==> src/cpg_pkg.sv <==
// Operation
// - Period counter is 8 or 16 bits
// - Count down from period, reload at zero
// - Center mode counts up then down
// - Two-output mode drives both compare outputs
// - Dual edge output is compare AND
// - Select input picks first or second compare
// - Dither second compare is value plus one
// - Dither picks second for offset periods
// - Five selectable compare relations per unit
// - Runtime compare relation only if firmware-controlled
// - Dead band makes two phase outputs
// - Dead time register only in wide variant
// - Enable by software, hardware or both
// - Continuous runs on, single shot stops
// - Multi trigger halts each period end
// - Trigger edge selectable, none means always
// - Asynchronous kill blocks while kill active
// - Single-cycle kill releases at terminal count
// - Latched kill holds until reset
// - Minimum-time kill holds for kill time
// - Terminal count high while counter zero
// - Trigger registered, counting starts one clock later
package cpg_pkg;

  // -----------------------------------------------------------------
  // Register map, word aligned byte offsets.
  // -----------------------------------------------------------------
  localparam logic [7:0] A_CTRL = 8'h00;
  localparam logic [7:0] A_CFG = 8'h04;
  localparam logic [7:0] A_PERIOD = 8'h08;
  localparam logic [7:0] A_CMP1 = 8'h0c;
  localparam logic [7:0] A_CMP2 = 8'h10;
  localparam logic [7:0] A_DEAD = 8'h14;
  localparam logic [7:0] A_KILLT = 8'h18;
  localparam logic [7:0] A_COUNT = 8'h1c;
  localparam logic [7:0] A_STAT = 8'h20;

  // -----------------------------------------------------------------
  // Reset values and fixed build-time figures.
  // -----------------------------------------------------------------
  localparam logic [15:0] NARROW_MASK = 16'h00ff;
  localparam logic [15:0] RST_PERIOD = 16'h00ff;
  localparam logic [15:0] RST_CMP1 = 16'h0080;
  localparam logic [15:0] RST_CMP2 = 16'h0040;
  localparam logic [7:0] RST_DEAD = 8'h01;
  localparam logic [7:0] RST_KILLT = 8'h01;
  localparam logic [8:0] DB03_CYCLES = 9'h003;
  localparam logic [8:0] DB24_CYCLES = 9'h002;

  // -----------------------------------------------------------------
  // Enumerations.
  // -----------------------------------------------------------------
  typedef enum logic [2:0] {CPG_LT = 3'h0, CPG_LE = 3'h1, CPG_GT = 3'h2,
    CPG_GE = 3'h3, CPG_EQ = 3'h4} cpg_cmp_t;
  typedef enum logic [2:0] {CPG_ONE = 3'h0, CPG_TWO = 3'h1, CPG_DUAL = 3'h2,
    CPG_CENTER = 3'h3, CPG_DITHER = 3'h4, CPG_HWSEL = 3'h5} cpg_mode_t;
  typedef enum logic [1:0] {CPG_EN_SW = 2'h0, CPG_EN_HW = 2'h1,
    CPG_EN_BOTH = 2'h2} cpg_en_t;
  typedef enum logic [1:0] {CPG_CONT = 2'h0, CPG_SINGLE = 2'h1,
    CPG_MULTI = 2'h2} cpg_run_t;
  typedef enum logic [1:0] {CPG_TR_NONE = 2'h0, CPG_TR_RISE = 2'h1,
    CPG_TR_FALL = 2'h2, CPG_TR_EITHER = 2'h3} cpg_trig_t;
  typedef enum logic [2:0] {CPG_K_OFF = 3'h0, CPG_K_ASYNC = 3'h1,
    CPG_K_CYCLE = 3'h2, CPG_K_LATCH = 3'h3, CPG_K_MIN = 3'h4} cpg_kill_t;
  typedef enum logic [1:0] {CPG_DB_OFF = 2'h0, CPG_DB_03 = 2'h1,
    CPG_DB_24 = 2'h2, CPG_DB_256 = 2'h3} cpg_db_t;
  typedef enum logic [1:0] {CPG_ST_IDLE = 2'b00, CPG_ST_RUN = 2'b01,
    CPG_ST_DONE = 2'b11} cpg_state_t;

  // Compare relations used while firmware control is off.
  localparam cpg_cmp_t FIX_T1 = CPG_LT;
  localparam cpg_cmp_t FIX_T2 = CPG_LT;

  // -----------------------------------------------------------------
  // Register layouts.
  // -----------------------------------------------------------------
  typedef struct packed {
    logic narrow;
    logic [1:0] dither;
    cpg_kill_t kill;
    cpg_trig_t trig;
    cpg_run_t run;
    cpg_en_t en_mode;
    cpg_mode_t mode;
    logic sw_en;
  } cpg_ctrl_t;

  typedef struct packed {
    logic [6:0] rsvd;
    cpg_db_t db;
    logic fw;
    cpg_cmp_t t2;
    cpg_cmp_t t1;
  } cpg_cfg_t;

endpackage

==> src/cpg_top.sv <==
// The register offsets and the strobed register port are this design's own decisions.
`timescale 1ns/1ps
module cpg_top (
  input wire logic mclk_in,
  input wire logic rst_in,
  input wire logic [7:0] addr_in,
  input wire logic [15:0] wr_data_in,
  input wire logic wr_in,
  input wire logic rd_in,
  output logic [15:0] rd_data_out,
  input wire logic hw_enable_in,
  input wire logic trigger_in,
  input wire logic kill_in,
  input wire logic output_select_in,
  output logic first_compare_output_out,
  output logic second_compare_output_out,
  output logic dead_band_phase_a_out,
  output logic dead_band_phase_b_out,
  output logic terminal_count_flag_out
);

  // -----------------------------------------------------------------
  // Helpers.
  // -----------------------------------------------------------------
  // One compare unit: counter against value under the chosen relation.
  function automatic logic cmp_f(input logic [15:0] c,
    input logic [15:0] v, input cpg_pkg::cpg_cmp_t t);
    logic r;
    r = 1'b0;
    unique case (t)
      cpg_pkg::CPG_LT: r = c < v;
      cpg_pkg::CPG_LE: r = c <= v;
      cpg_pkg::CPG_GT: r = c > v;
      cpg_pkg::CPG_GE: r = c >= v;
      cpg_pkg::CPG_EQ: r = c == v;
      default: r = 1'b0;
    endcase
    return r;
  endfunction

  // -----------------------------------------------------------------
  // Register state.
  // -----------------------------------------------------------------
  cpg_pkg::cpg_ctrl_t ctrl, next_ctrl; // Modes and software enable.
  cpg_pkg::cpg_cfg_t cfg, next_cfg; // Compare types and dead band.
  logic [15:0] period, next_period; // Period, software side.
  logic [15:0] cmp1, next_cmp1; // First compare, software side.
  logic [15:0] cmp2, next_cmp2; // Second compare, software side.
  logic [7:0] dead, next_dead; // Dead time, wide variant only.
  logic [7:0] killt, next_killt; // Minimum kill time.
  logic [15:0] next_rd; // Read data for the next cycle.

  // -----------------------------------------------------------------
  // Core state.
  // -----------------------------------------------------------------
  logic [2:0] sync_en, sync_tr, sync_kl, sync_sel; // Pin synchronisers.
  logic tr_q, next_tr_q; // Trigger history for edges.
  cpg_pkg::cpg_state_t state, next_state; // Run state.
  logic [15:0] cnt, next_cnt; // Period counter.
  logic up, next_up; // Center mode direction.
  logic [15:0] s1, next_s1, s2, next_s2; // Compare shadows.
  logic [1:0] dph, next_dph; // Dither period index.
  logic kflag, next_kflag; // Kill memory.
  logic [7:0] kcnt, next_kcnt; // Minimum kill countdown.
  logic src_q, next_src_q; // Dead band source history.
  logic [8:0] dbc, next_dbc; // Cycles since last source change.
  logic next_o1, next_o2, next_pa, next_pb, next_tc;

  // Combinational terms shared by the processes and assertions.
  logic en, tr_ev, ks, sel, adv, tc_now, pend, blk, c1, c2, a_raw, b_raw;
  logic [15:0] per;
  logic [8:0] dlen;
  cpg_pkg::cpg_cmp_t t1, t2;

  assign ks = sync_kl[2];
  assign sel = sync_sel[2];

  // -----------------------------------------------------------------
  // Register file.
  // -----------------------------------------------------------------
  // Writes store, reads present data only in the following cycle.
  always_comb begin
    next_ctrl = ctrl;
    next_cfg = cfg;
    next_period = period;
    next_cmp1 = cmp1;
    next_cmp2 = cmp2;
    next_dead = dead;
    next_killt = killt;
    next_rd = 16'h0000;
    if (wr_in) begin
      unique case (addr_in)
        cpg_pkg::A_CTRL: next_ctrl = cpg_pkg::cpg_ctrl_t'(wr_data_in);
        cpg_pkg::A_CFG: next_cfg = cpg_pkg::cpg_cfg_t'(wr_data_in);
        cpg_pkg::A_PERIOD: next_period = wr_data_in;
        cpg_pkg::A_CMP1: next_cmp1 = wr_data_in;
        cpg_pkg::A_CMP2: next_cmp2 = wr_data_in;
        cpg_pkg::A_DEAD: begin
          // Only the wide variant exposes a dead time to software.
          if (cfg.db == cpg_pkg::CPG_DB_256) begin
            next_dead = wr_data_in[7:0];
          end
        end
        cpg_pkg::A_KILLT: next_killt = wr_data_in[7:0];
        default: next_ctrl = ctrl;
      endcase
    end
    if (rd_in) begin
      unique case (addr_in)
        cpg_pkg::A_CTRL: next_rd = ctrl;
        cpg_pkg::A_CFG: next_rd = {7'h00, cfg[8:0]};
        cpg_pkg::A_PERIOD: next_rd = period;
        cpg_pkg::A_CMP1: next_rd = cmp1;
        cpg_pkg::A_CMP2: next_rd = cmp2;
        cpg_pkg::A_DEAD: begin
          if (cfg.db == cpg_pkg::CPG_DB_256) begin
            next_rd = {8'h00, dead};
          end
        end
        cpg_pkg::A_KILLT: next_rd = {8'h00, killt};
        cpg_pkg::A_COUNT: next_rd = cnt;
        cpg_pkg::A_STAT: next_rd = {12'h000, kflag, state, tc_now};
        default: next_rd = 16'h0000;
      endcase
    end
  end

  // Registers only; the period, compare, dead and kill time reset values sit in the package.
  always_ff @(posedge mclk_in) begin
    if (rst_in) begin
      ctrl <= cpg_pkg::cpg_ctrl_t'(16'h0000);
      cfg <= cpg_pkg::cpg_cfg_t'(16'h0000);
      period <= cpg_pkg::RST_PERIOD;
      cmp1 <= cpg_pkg::RST_CMP1;
      cmp2 <= cpg_pkg::RST_CMP2;
      dead <= cpg_pkg::RST_DEAD;
      killt <= cpg_pkg::RST_KILLT;
      rd_data_out <= 16'h0000;
    end else begin
      ctrl <= next_ctrl;
      cfg <= next_cfg;
      period <= next_period;
      cmp1 <= next_cmp1;
      cmp2 <= next_cmp2;
      dead <= next_dead;
      killt <= next_killt;
      rd_data_out <= next_rd;
    end
  end

  // -----------------------------------------------------------------
  // Counter, run control, compare, kill and dead band.
  // -----------------------------------------------------------------
  // One process works out every next value of the core.
  always_comb begin
    // Narrow control bit masks the period, and so the counter, to 8 bits.
    per = ctrl.narrow ? (period & cpg_pkg::NARROW_MASK) : period;
    unique case (ctrl.en_mode)
      cpg_pkg::CPG_EN_HW: en = sync_en[2];
      cpg_pkg::CPG_EN_BOTH: en = sync_en[2] & ctrl.sw_en;
      default: en = ctrl.sw_en;
    endcase
    // Trigger is read from the synchronised copy, three clocks late.
    unique case (ctrl.trig)
      cpg_pkg::CPG_TR_RISE: tr_ev = sync_tr[2] & ~tr_q;
      cpg_pkg::CPG_TR_FALL: tr_ev = ~sync_tr[2] & tr_q;
      cpg_pkg::CPG_TR_EITHER: tr_ev = sync_tr[2] ^ tr_q;
      default: tr_ev = 1'b1;
    endcase
    next_tr_q = sync_tr[2];
    tc_now = cnt == 16'h0000;
    adv = en && state == cpg_pkg::CPG_ST_RUN;
    next_cnt = cnt;
    next_up = up;
    if (adv) begin
      if (ctrl.mode == cpg_pkg::CPG_CENTER) begin
        // Up to the period, then back to zero: twice the period value in cycles.
        if (tc_now) begin
          next_cnt = 16'h0001;
          next_up = 1'b1;
        end else if (up) begin
          next_cnt = cnt + 16'h0001;
          next_up = (cnt + 16'h0001) != per;
        end else begin
          next_cnt = cnt - 16'h0001;
        end
      end else begin
        next_cnt = tc_now ? per : cnt - 16'h0001;
      end
    end
    // A period ends on the step that lands on zero.
    pend = adv && !tc_now && next_cnt == 16'h0000;
    next_state = state;
    unique case (state)
      cpg_pkg::CPG_ST_IDLE: begin
        if (en && tr_ev) begin
          next_state = cpg_pkg::CPG_ST_RUN;
        end
      end
      cpg_pkg::CPG_ST_RUN: begin
        if (!en) begin
          next_state = cpg_pkg::CPG_ST_IDLE;
        end else if (pend && ctrl.run == cpg_pkg::CPG_SINGLE) begin
          next_state = cpg_pkg::CPG_ST_DONE;
        end else if (pend && ctrl.run == cpg_pkg::CPG_MULTI) begin
          next_state = cpg_pkg::CPG_ST_IDLE;
        end
      end
      cpg_pkg::CPG_ST_DONE: begin
        // Stays stopped until software or hardware drops the enable.
        if (!en) begin
          next_state = cpg_pkg::CPG_ST_IDLE;
        end
      end
      default: next_state = cpg_pkg::CPG_ST_IDLE;
    endcase
    // New compare values only at the boundary, so no runt pulses.
    next_s1 = s1;
    next_s2 = s2;
    if (tc_now) begin
      next_s1 = cmp1;
      if (ctrl.mode == cpg_pkg::CPG_DITHER) begin
        next_s2 = cmp1 + 16'h0001;
      end else begin
        next_s2 = cmp2;
      end
    end
    t1 = cfg.fw ? cfg.t1 : cpg_pkg::FIX_T1;
    t2 = cfg.fw ? cfg.t2 : cpg_pkg::FIX_T2;
    if (ctrl.mode == cpg_pkg::CPG_DITHER) begin
      t2 = t1;
    end
    c1 = cmp_f(cnt, s1, t1);
    c2 = cmp_f(cnt, s2, t2);
    next_dph = pend ? dph + 2'h1 : dph;
    b_raw = 1'b0;
    unique case (ctrl.mode)
      cpg_pkg::CPG_TWO: begin
        a_raw = c1;
        b_raw = c2;
      end
      cpg_pkg::CPG_DUAL: a_raw = c1 & c2;
      cpg_pkg::CPG_DITHER: a_raw = (dph < ctrl.dither) ? c2 : c1;
      cpg_pkg::CPG_HWSEL: a_raw = sel ? c2 : c1;
      default: a_raw = c1;
    endcase
    if (state == cpg_pkg::CPG_ST_IDLE) begin
      a_raw = 1'b0;
      b_raw = 1'b0;
    end
    // Kill handling; a new kill always wins over a release.
    next_kflag = kflag;
    next_kcnt = 8'h00;
    unique case (ctrl.kill)
      cpg_pkg::CPG_K_ASYNC: blk = ks;
      cpg_pkg::CPG_K_CYCLE: begin
        blk = ks | kflag;
        next_kflag = ks | (kflag & ~tc_now);
      end
      cpg_pkg::CPG_K_LATCH: begin
        blk = ks | kflag;
        next_kflag = ks | kflag;
      end
      cpg_pkg::CPG_K_MIN: begin
        blk = ks | (kcnt != 8'h00);
        next_kcnt = ks ? killt : (kcnt != 8'h00 ? kcnt - 8'h01 : 8'h00);
      end
      default: blk = 1'b0;
    endcase
    // Dead band: a phase rises only after the source held steady.
    unique case (cfg.db)
      cpg_pkg::CPG_DB_03: dlen = cpg_pkg::DB03_CYCLES;
      cpg_pkg::CPG_DB_24: dlen = cpg_pkg::DB24_CYCLES;
      default: dlen = {1'b0, dead} + 9'h001;
    endcase
    next_src_q = a_raw;
    if (a_raw != src_q) begin
      next_dbc = 9'h000;
    end else begin
      next_dbc = (dbc == 9'h1ff) ? dbc : dbc + 9'h001;
    end
    next_pa = 1'b0;
    next_pb = 1'b0;
    if (cfg.db != cpg_pkg::CPG_DB_OFF && !blk) begin
      next_pa = a_raw & (next_dbc >= dlen);
      next_pb = ~a_raw & (next_dbc >= dlen);
    end
    next_o1 = a_raw & ~blk;
    next_o2 = b_raw & ~blk;
    next_tc = next_cnt == 16'h0000;
  end

  // Registers only; every pulse output leaves through a flip-flop.
  always_ff @(posedge mclk_in) begin
    if (rst_in) begin
      sync_en <= 3'h0;
      sync_tr <= 3'h0;
      sync_kl <= 3'h0;
      sync_sel <= 3'h0;
      tr_q <= 1'b0;
      state <= cpg_pkg::CPG_ST_IDLE;
      cnt <= 16'h0000;
      up <= 1'b1;
      s1 <= cpg_pkg::RST_CMP1;
      s2 <= cpg_pkg::RST_CMP2;
      dph <= 2'h0;
      kflag <= 1'b0;
      kcnt <= 8'h00;
      src_q <= 1'b0;
      dbc <= 9'h000;
      first_compare_output_out <= 1'b0;
      second_compare_output_out <= 1'b0;
      dead_band_phase_a_out <= 1'b0;
      dead_band_phase_b_out <= 1'b0;
      terminal_count_flag_out <= 1'b1;
    end else begin
      // Pins pass three flip-flops; bit 2 is the only one read.
      sync_en <= {sync_en[1:0], hw_enable_in};
      sync_tr <= {sync_tr[1:0], trigger_in};
      sync_kl <= {sync_kl[1:0], kill_in};
      sync_sel <= {sync_sel[1:0], output_select_in};
      tr_q <= next_tr_q;
      state <= next_state;
      cnt <= next_cnt;
      up <= next_up;
      s1 <= next_s1;
      s2 <= next_s2;
      dph <= next_dph;
      kflag <= next_kflag;
      kcnt <= next_kcnt;
      src_q <= next_src_q;
      dbc <= next_dbc;
      first_compare_output_out <= next_o1;
      second_compare_output_out <= next_o2;
      dead_band_phase_a_out <= next_pa;
      dead_band_phase_b_out <= next_pb;
      terminal_count_flag_out <= next_tc;
    end
  end
endmodule

==> config.mk <==
export PLATFORM = sky130hd
export DESIGN_NAME = cpg_top
export DESIGN_NICKNAME = d
export VERILOG_FILES = /design/src/cpg_pkg.sv /design/src/cpg_top.sv
export SDC_FILE = /design/constraint.sdc
export NUM_CORES = 1
export LEC_CHECK = 0
export BUFFER_PORTS_ARGS = -buffer_cell sky130_fd_sc_hd__buf_4
export CORE_MARGIN = 4
export CORE_UTILIZATION = 30
export CTS_CLUSTER_DIAMETER = 100
export DETAILED_ROUTE_END_ITERATION = 10
export HOLD_SLACK_MARGIN = 0.15
export PLACE_DENSITY = 0.57
export SLEW_MARGIN = 5
export SYNTH_ARGS = -nofsm -noshare
export SYNTH_HDL_FRONTEND = slang
export SYNTH_SLANG_ARGS = --single-unit
==> constraint.sdc <==
create_clock -name mclk_in -period 13.5 [get_ports mclk_in]
set_input_delay 2.7 -clock mclk_in [delete_from_list [all_inputs] [get_ports mclk_in]]
set_output_delay 2.7 -clock mclk_in [all_outputs]
set_load 0.02 [all_outputs]
==> out/metrics.yaml <==
cts:
  insertion_delay_ns: 0.44
  cts.path.max_buffers: 2
  clk_pin_slew_ns: 0.08
  cts_buffers: 17
  htree_levels: 4
  cts.sinks: 195
  postCtsSetupBuffers: 0
  cts_root_buffer: "clkbuf_16"
  cts_tree: "done"
  cts_resized: 0
  ctsHoldBuffers: 0
synthesis:
  synth.area.top_cells: "dfxtp_1 (36%), nand2_1 (7.5%), a21oi_1 (6.8%)"
  synth_top_area_cell: "dfxtp_1"
  synth_nets: 1463
  ys_seq_area_frac: 0.3600
  ys_warn_count: 0
  syn_area_um2: 10840
  syn_area_per_cell_um2: 7.881
  synth_cells: 1376
  synthArstFlopShare: 0
  yosysTopAreaCellShare: 0.3600
  ys_seq_elements: 195
  synthDistinctLibCells: 74
  synth_edf_count: 0
  synthFlopType: "dfxtp_1"
timing:
  max_freq_ghz: 0.1922
  finalCriticalPeriod_ns: 5.202
  worst_slack_ns: 8.298
  tightest_slew_ns: 1.013
  clock-skew-final_ns: 0.01292
  min_period_over_period: 0.3853
  slew_viol_final: 0
  relSlewSlack: 0.3183
  setup_viol: 0
  setup_tns_ns: 0
  hold_viol_final: 0
  rsz0062_at_grt: "no"
routing:
  avgRoutedWirePerCell_um: 19.70
  dr_total_vias: 10080
  ant_nets: 0
  first_pass_iters: 7
  drt-total-wl_um: 36260
  vias_per_cell: 5.477
  first_iter_violations: 930
  drc_errors: 0
power:
  p_total_mw: 1.185
  ir_worst_vdd_mv: 0.08913
  leakage_nw: 4.403
  power_density_nw_per_um2: 97.54
grt:
  grt_pass1_wl_um: 56450
  antenna_found_initial: 0
  grtUsageTotal: 0.1835
  gr-total-overflow: 0
  grt_max_degree: 76
  grt_pass1_vias: 9474
status:
  run_status: "completed"
flow_run:
  drv_cap: 0
floorplanning:
  dieArea_um2: 39250
  io_pins: 53
  start_util: 0.3041
  dieHeight_um: 198.1
  rows: 69
  die_w_um: 198.1
  coreArea_um2: 35660
placement:
  pre_cts_slack_ns: 8.183
  place_congestion: 0.9066
  placed_cell_area_um2: 11510
  place.port_buffers: 52
  dp_hpwl_um: 26300
critical_path:
  endpoint_kind: "flip-flop"
  arrival_ns: 5.50
  start_kind: "flip-flop"
  crit_fanout: 18
  path_class: "flip-flop to flip-flop"
  required_ns: 13.80
layout:
  drive_above_1_share: 0.08986
  fin_nets: 1454
  postLayoutCellArea_um2: 12150
  diodes: 0
  area_delta_synth_final_pct: 12.01
  nFillCells: 3739
min_path:
  hp-class: "flip-flop to flip-flop"
## critical path, cell delays in order (launching register included)
cell       delay, ns
dfxtp_1         0.74
ha_1            0.28
nand4_1         0.11
or2_2           0.38
or3_1           0.41
nand3_1         0.12
nor3_1          0.06
mux2_2          0.26
o21bai_1        0.30
xnor2_1         0.10
buf_4           0.19
or2_2           0.28
ha_1            0.28
nand2b_1        0.14
a21o_1          0.17
a21o_1          0.17
a21oi_1         0.13
nor2b_1         0.05
o21ai_0         0.14
nand2b_1        0.07
a2111oi_0       0.53
nor3_1          0.13
## cells in the final DEF (no fill, tap or decap), drive strengths merged, types with 24 or more instances in the layout
cell   instances
nor2b         28
inv           63
ha            55
a22oi         24
nor3          35
buf           64
dfxtp        195
nand3         73
xnor2         35
a21oi        147
nand2        216
nor2          96
## registers in the layout, summed over array words and instances (netlist names), 2 cells and up
signal	cells
cmp1	16
cmp2	16
cnt	16
ctrl	16
period	16
rd_data_out	16
s1	16
s2	16
cfg	9
dbc	9
dead	8
kcnt	8
killt	8
sync_en	3
sync_kl	3
sync_sel	3
sync_tr	3
dph	2
state	2
## synthesized netlist by cell type (all sizes together) (22+ instances only)
library cell    n
nor3           35
xnor2          35
a22oi          24
ha             55
mux2i          23
and3           22
clkbuf         73
nand2         216
nand3          73
a21oi         147
dfxtp         195
o21ai          23
inv            55
nor2           96
nor2b          28
## path summary, 6_finish.rpt
check | from | endpoint | slack (ns) | cells past startpoint
worst max register to register | cnt[14] | dead_band_phase_a_out | 8.30 | 21
worst min register to register | sync_tr[0] | sync_tr[1] | 0.44 | 1
worst min-delay path | sync_tr[0] | sync_tr[1] | 0.44 | 1
worst max-delay path | cnt[14] | dead_band_phase_a_out | 8.30 | 21
## metal layers
metal	vias up	track usage	routed length, um
met2	402	0.2879	16290
met4	0	0.04973	683
met5	-	0	0
met3	50	0.02484	2463
li1	4847	-	-
met1	4784	0.2650	16820
## per-stage QoR
stage	hold slack, ns	cells	utilization
finish	0.4389	1841	0.3407
global placement	0.4338	1809	0.3227
global route	0.4564	1841	0.3407
floorplan	0.4138	1376	-
CTS	0.4444	1841	0.3407
detailed placement	0.4276	1809	0.3227
## cells by family (layout without fill, tap and decap cells)
family / count (synthesis) / count (layout) / synth area share
AND/OR/NAND/NOR: 578 / 578 / 0.2602
adder cells (fa/ha/maj): 55 / 55 / 0.06346
buffers and inverters: 147 / 151 / 0.05596
flip-flops: 195 / 195 / 0.3600
AO/OA/AOI/OAI: 312 / 312 / 0.1836
multiplexers: 33 / 33 / 0.03161
XOR/XNOR: 56 / 56 / 0.04523
## area by class of cell
cell class / instances / area (um2) / area share
Clock buffer: 17 / 425.4 / 0.03502
Clock inverter: 15 / 214.0 / 0.01761
Inverter: 55 / 206.4 / 0.01700
Multi-Input combinational cell: 1034 / 6340 / 0.5219
Sequential cell: 195 / 3904 / 0.3214
Tap cell: 461 / 576.8 / 0.04749
Timing Repair Buffer: 64 / 480.5 / 0.03956
## power by group
group          switching [mW]  internal, mW
logic                  0.0272        0.0143
registers             0.00229         0.577
clock network           0.247         0.317
total                   0.277         0.908
(Power assumes the default switching activity.)
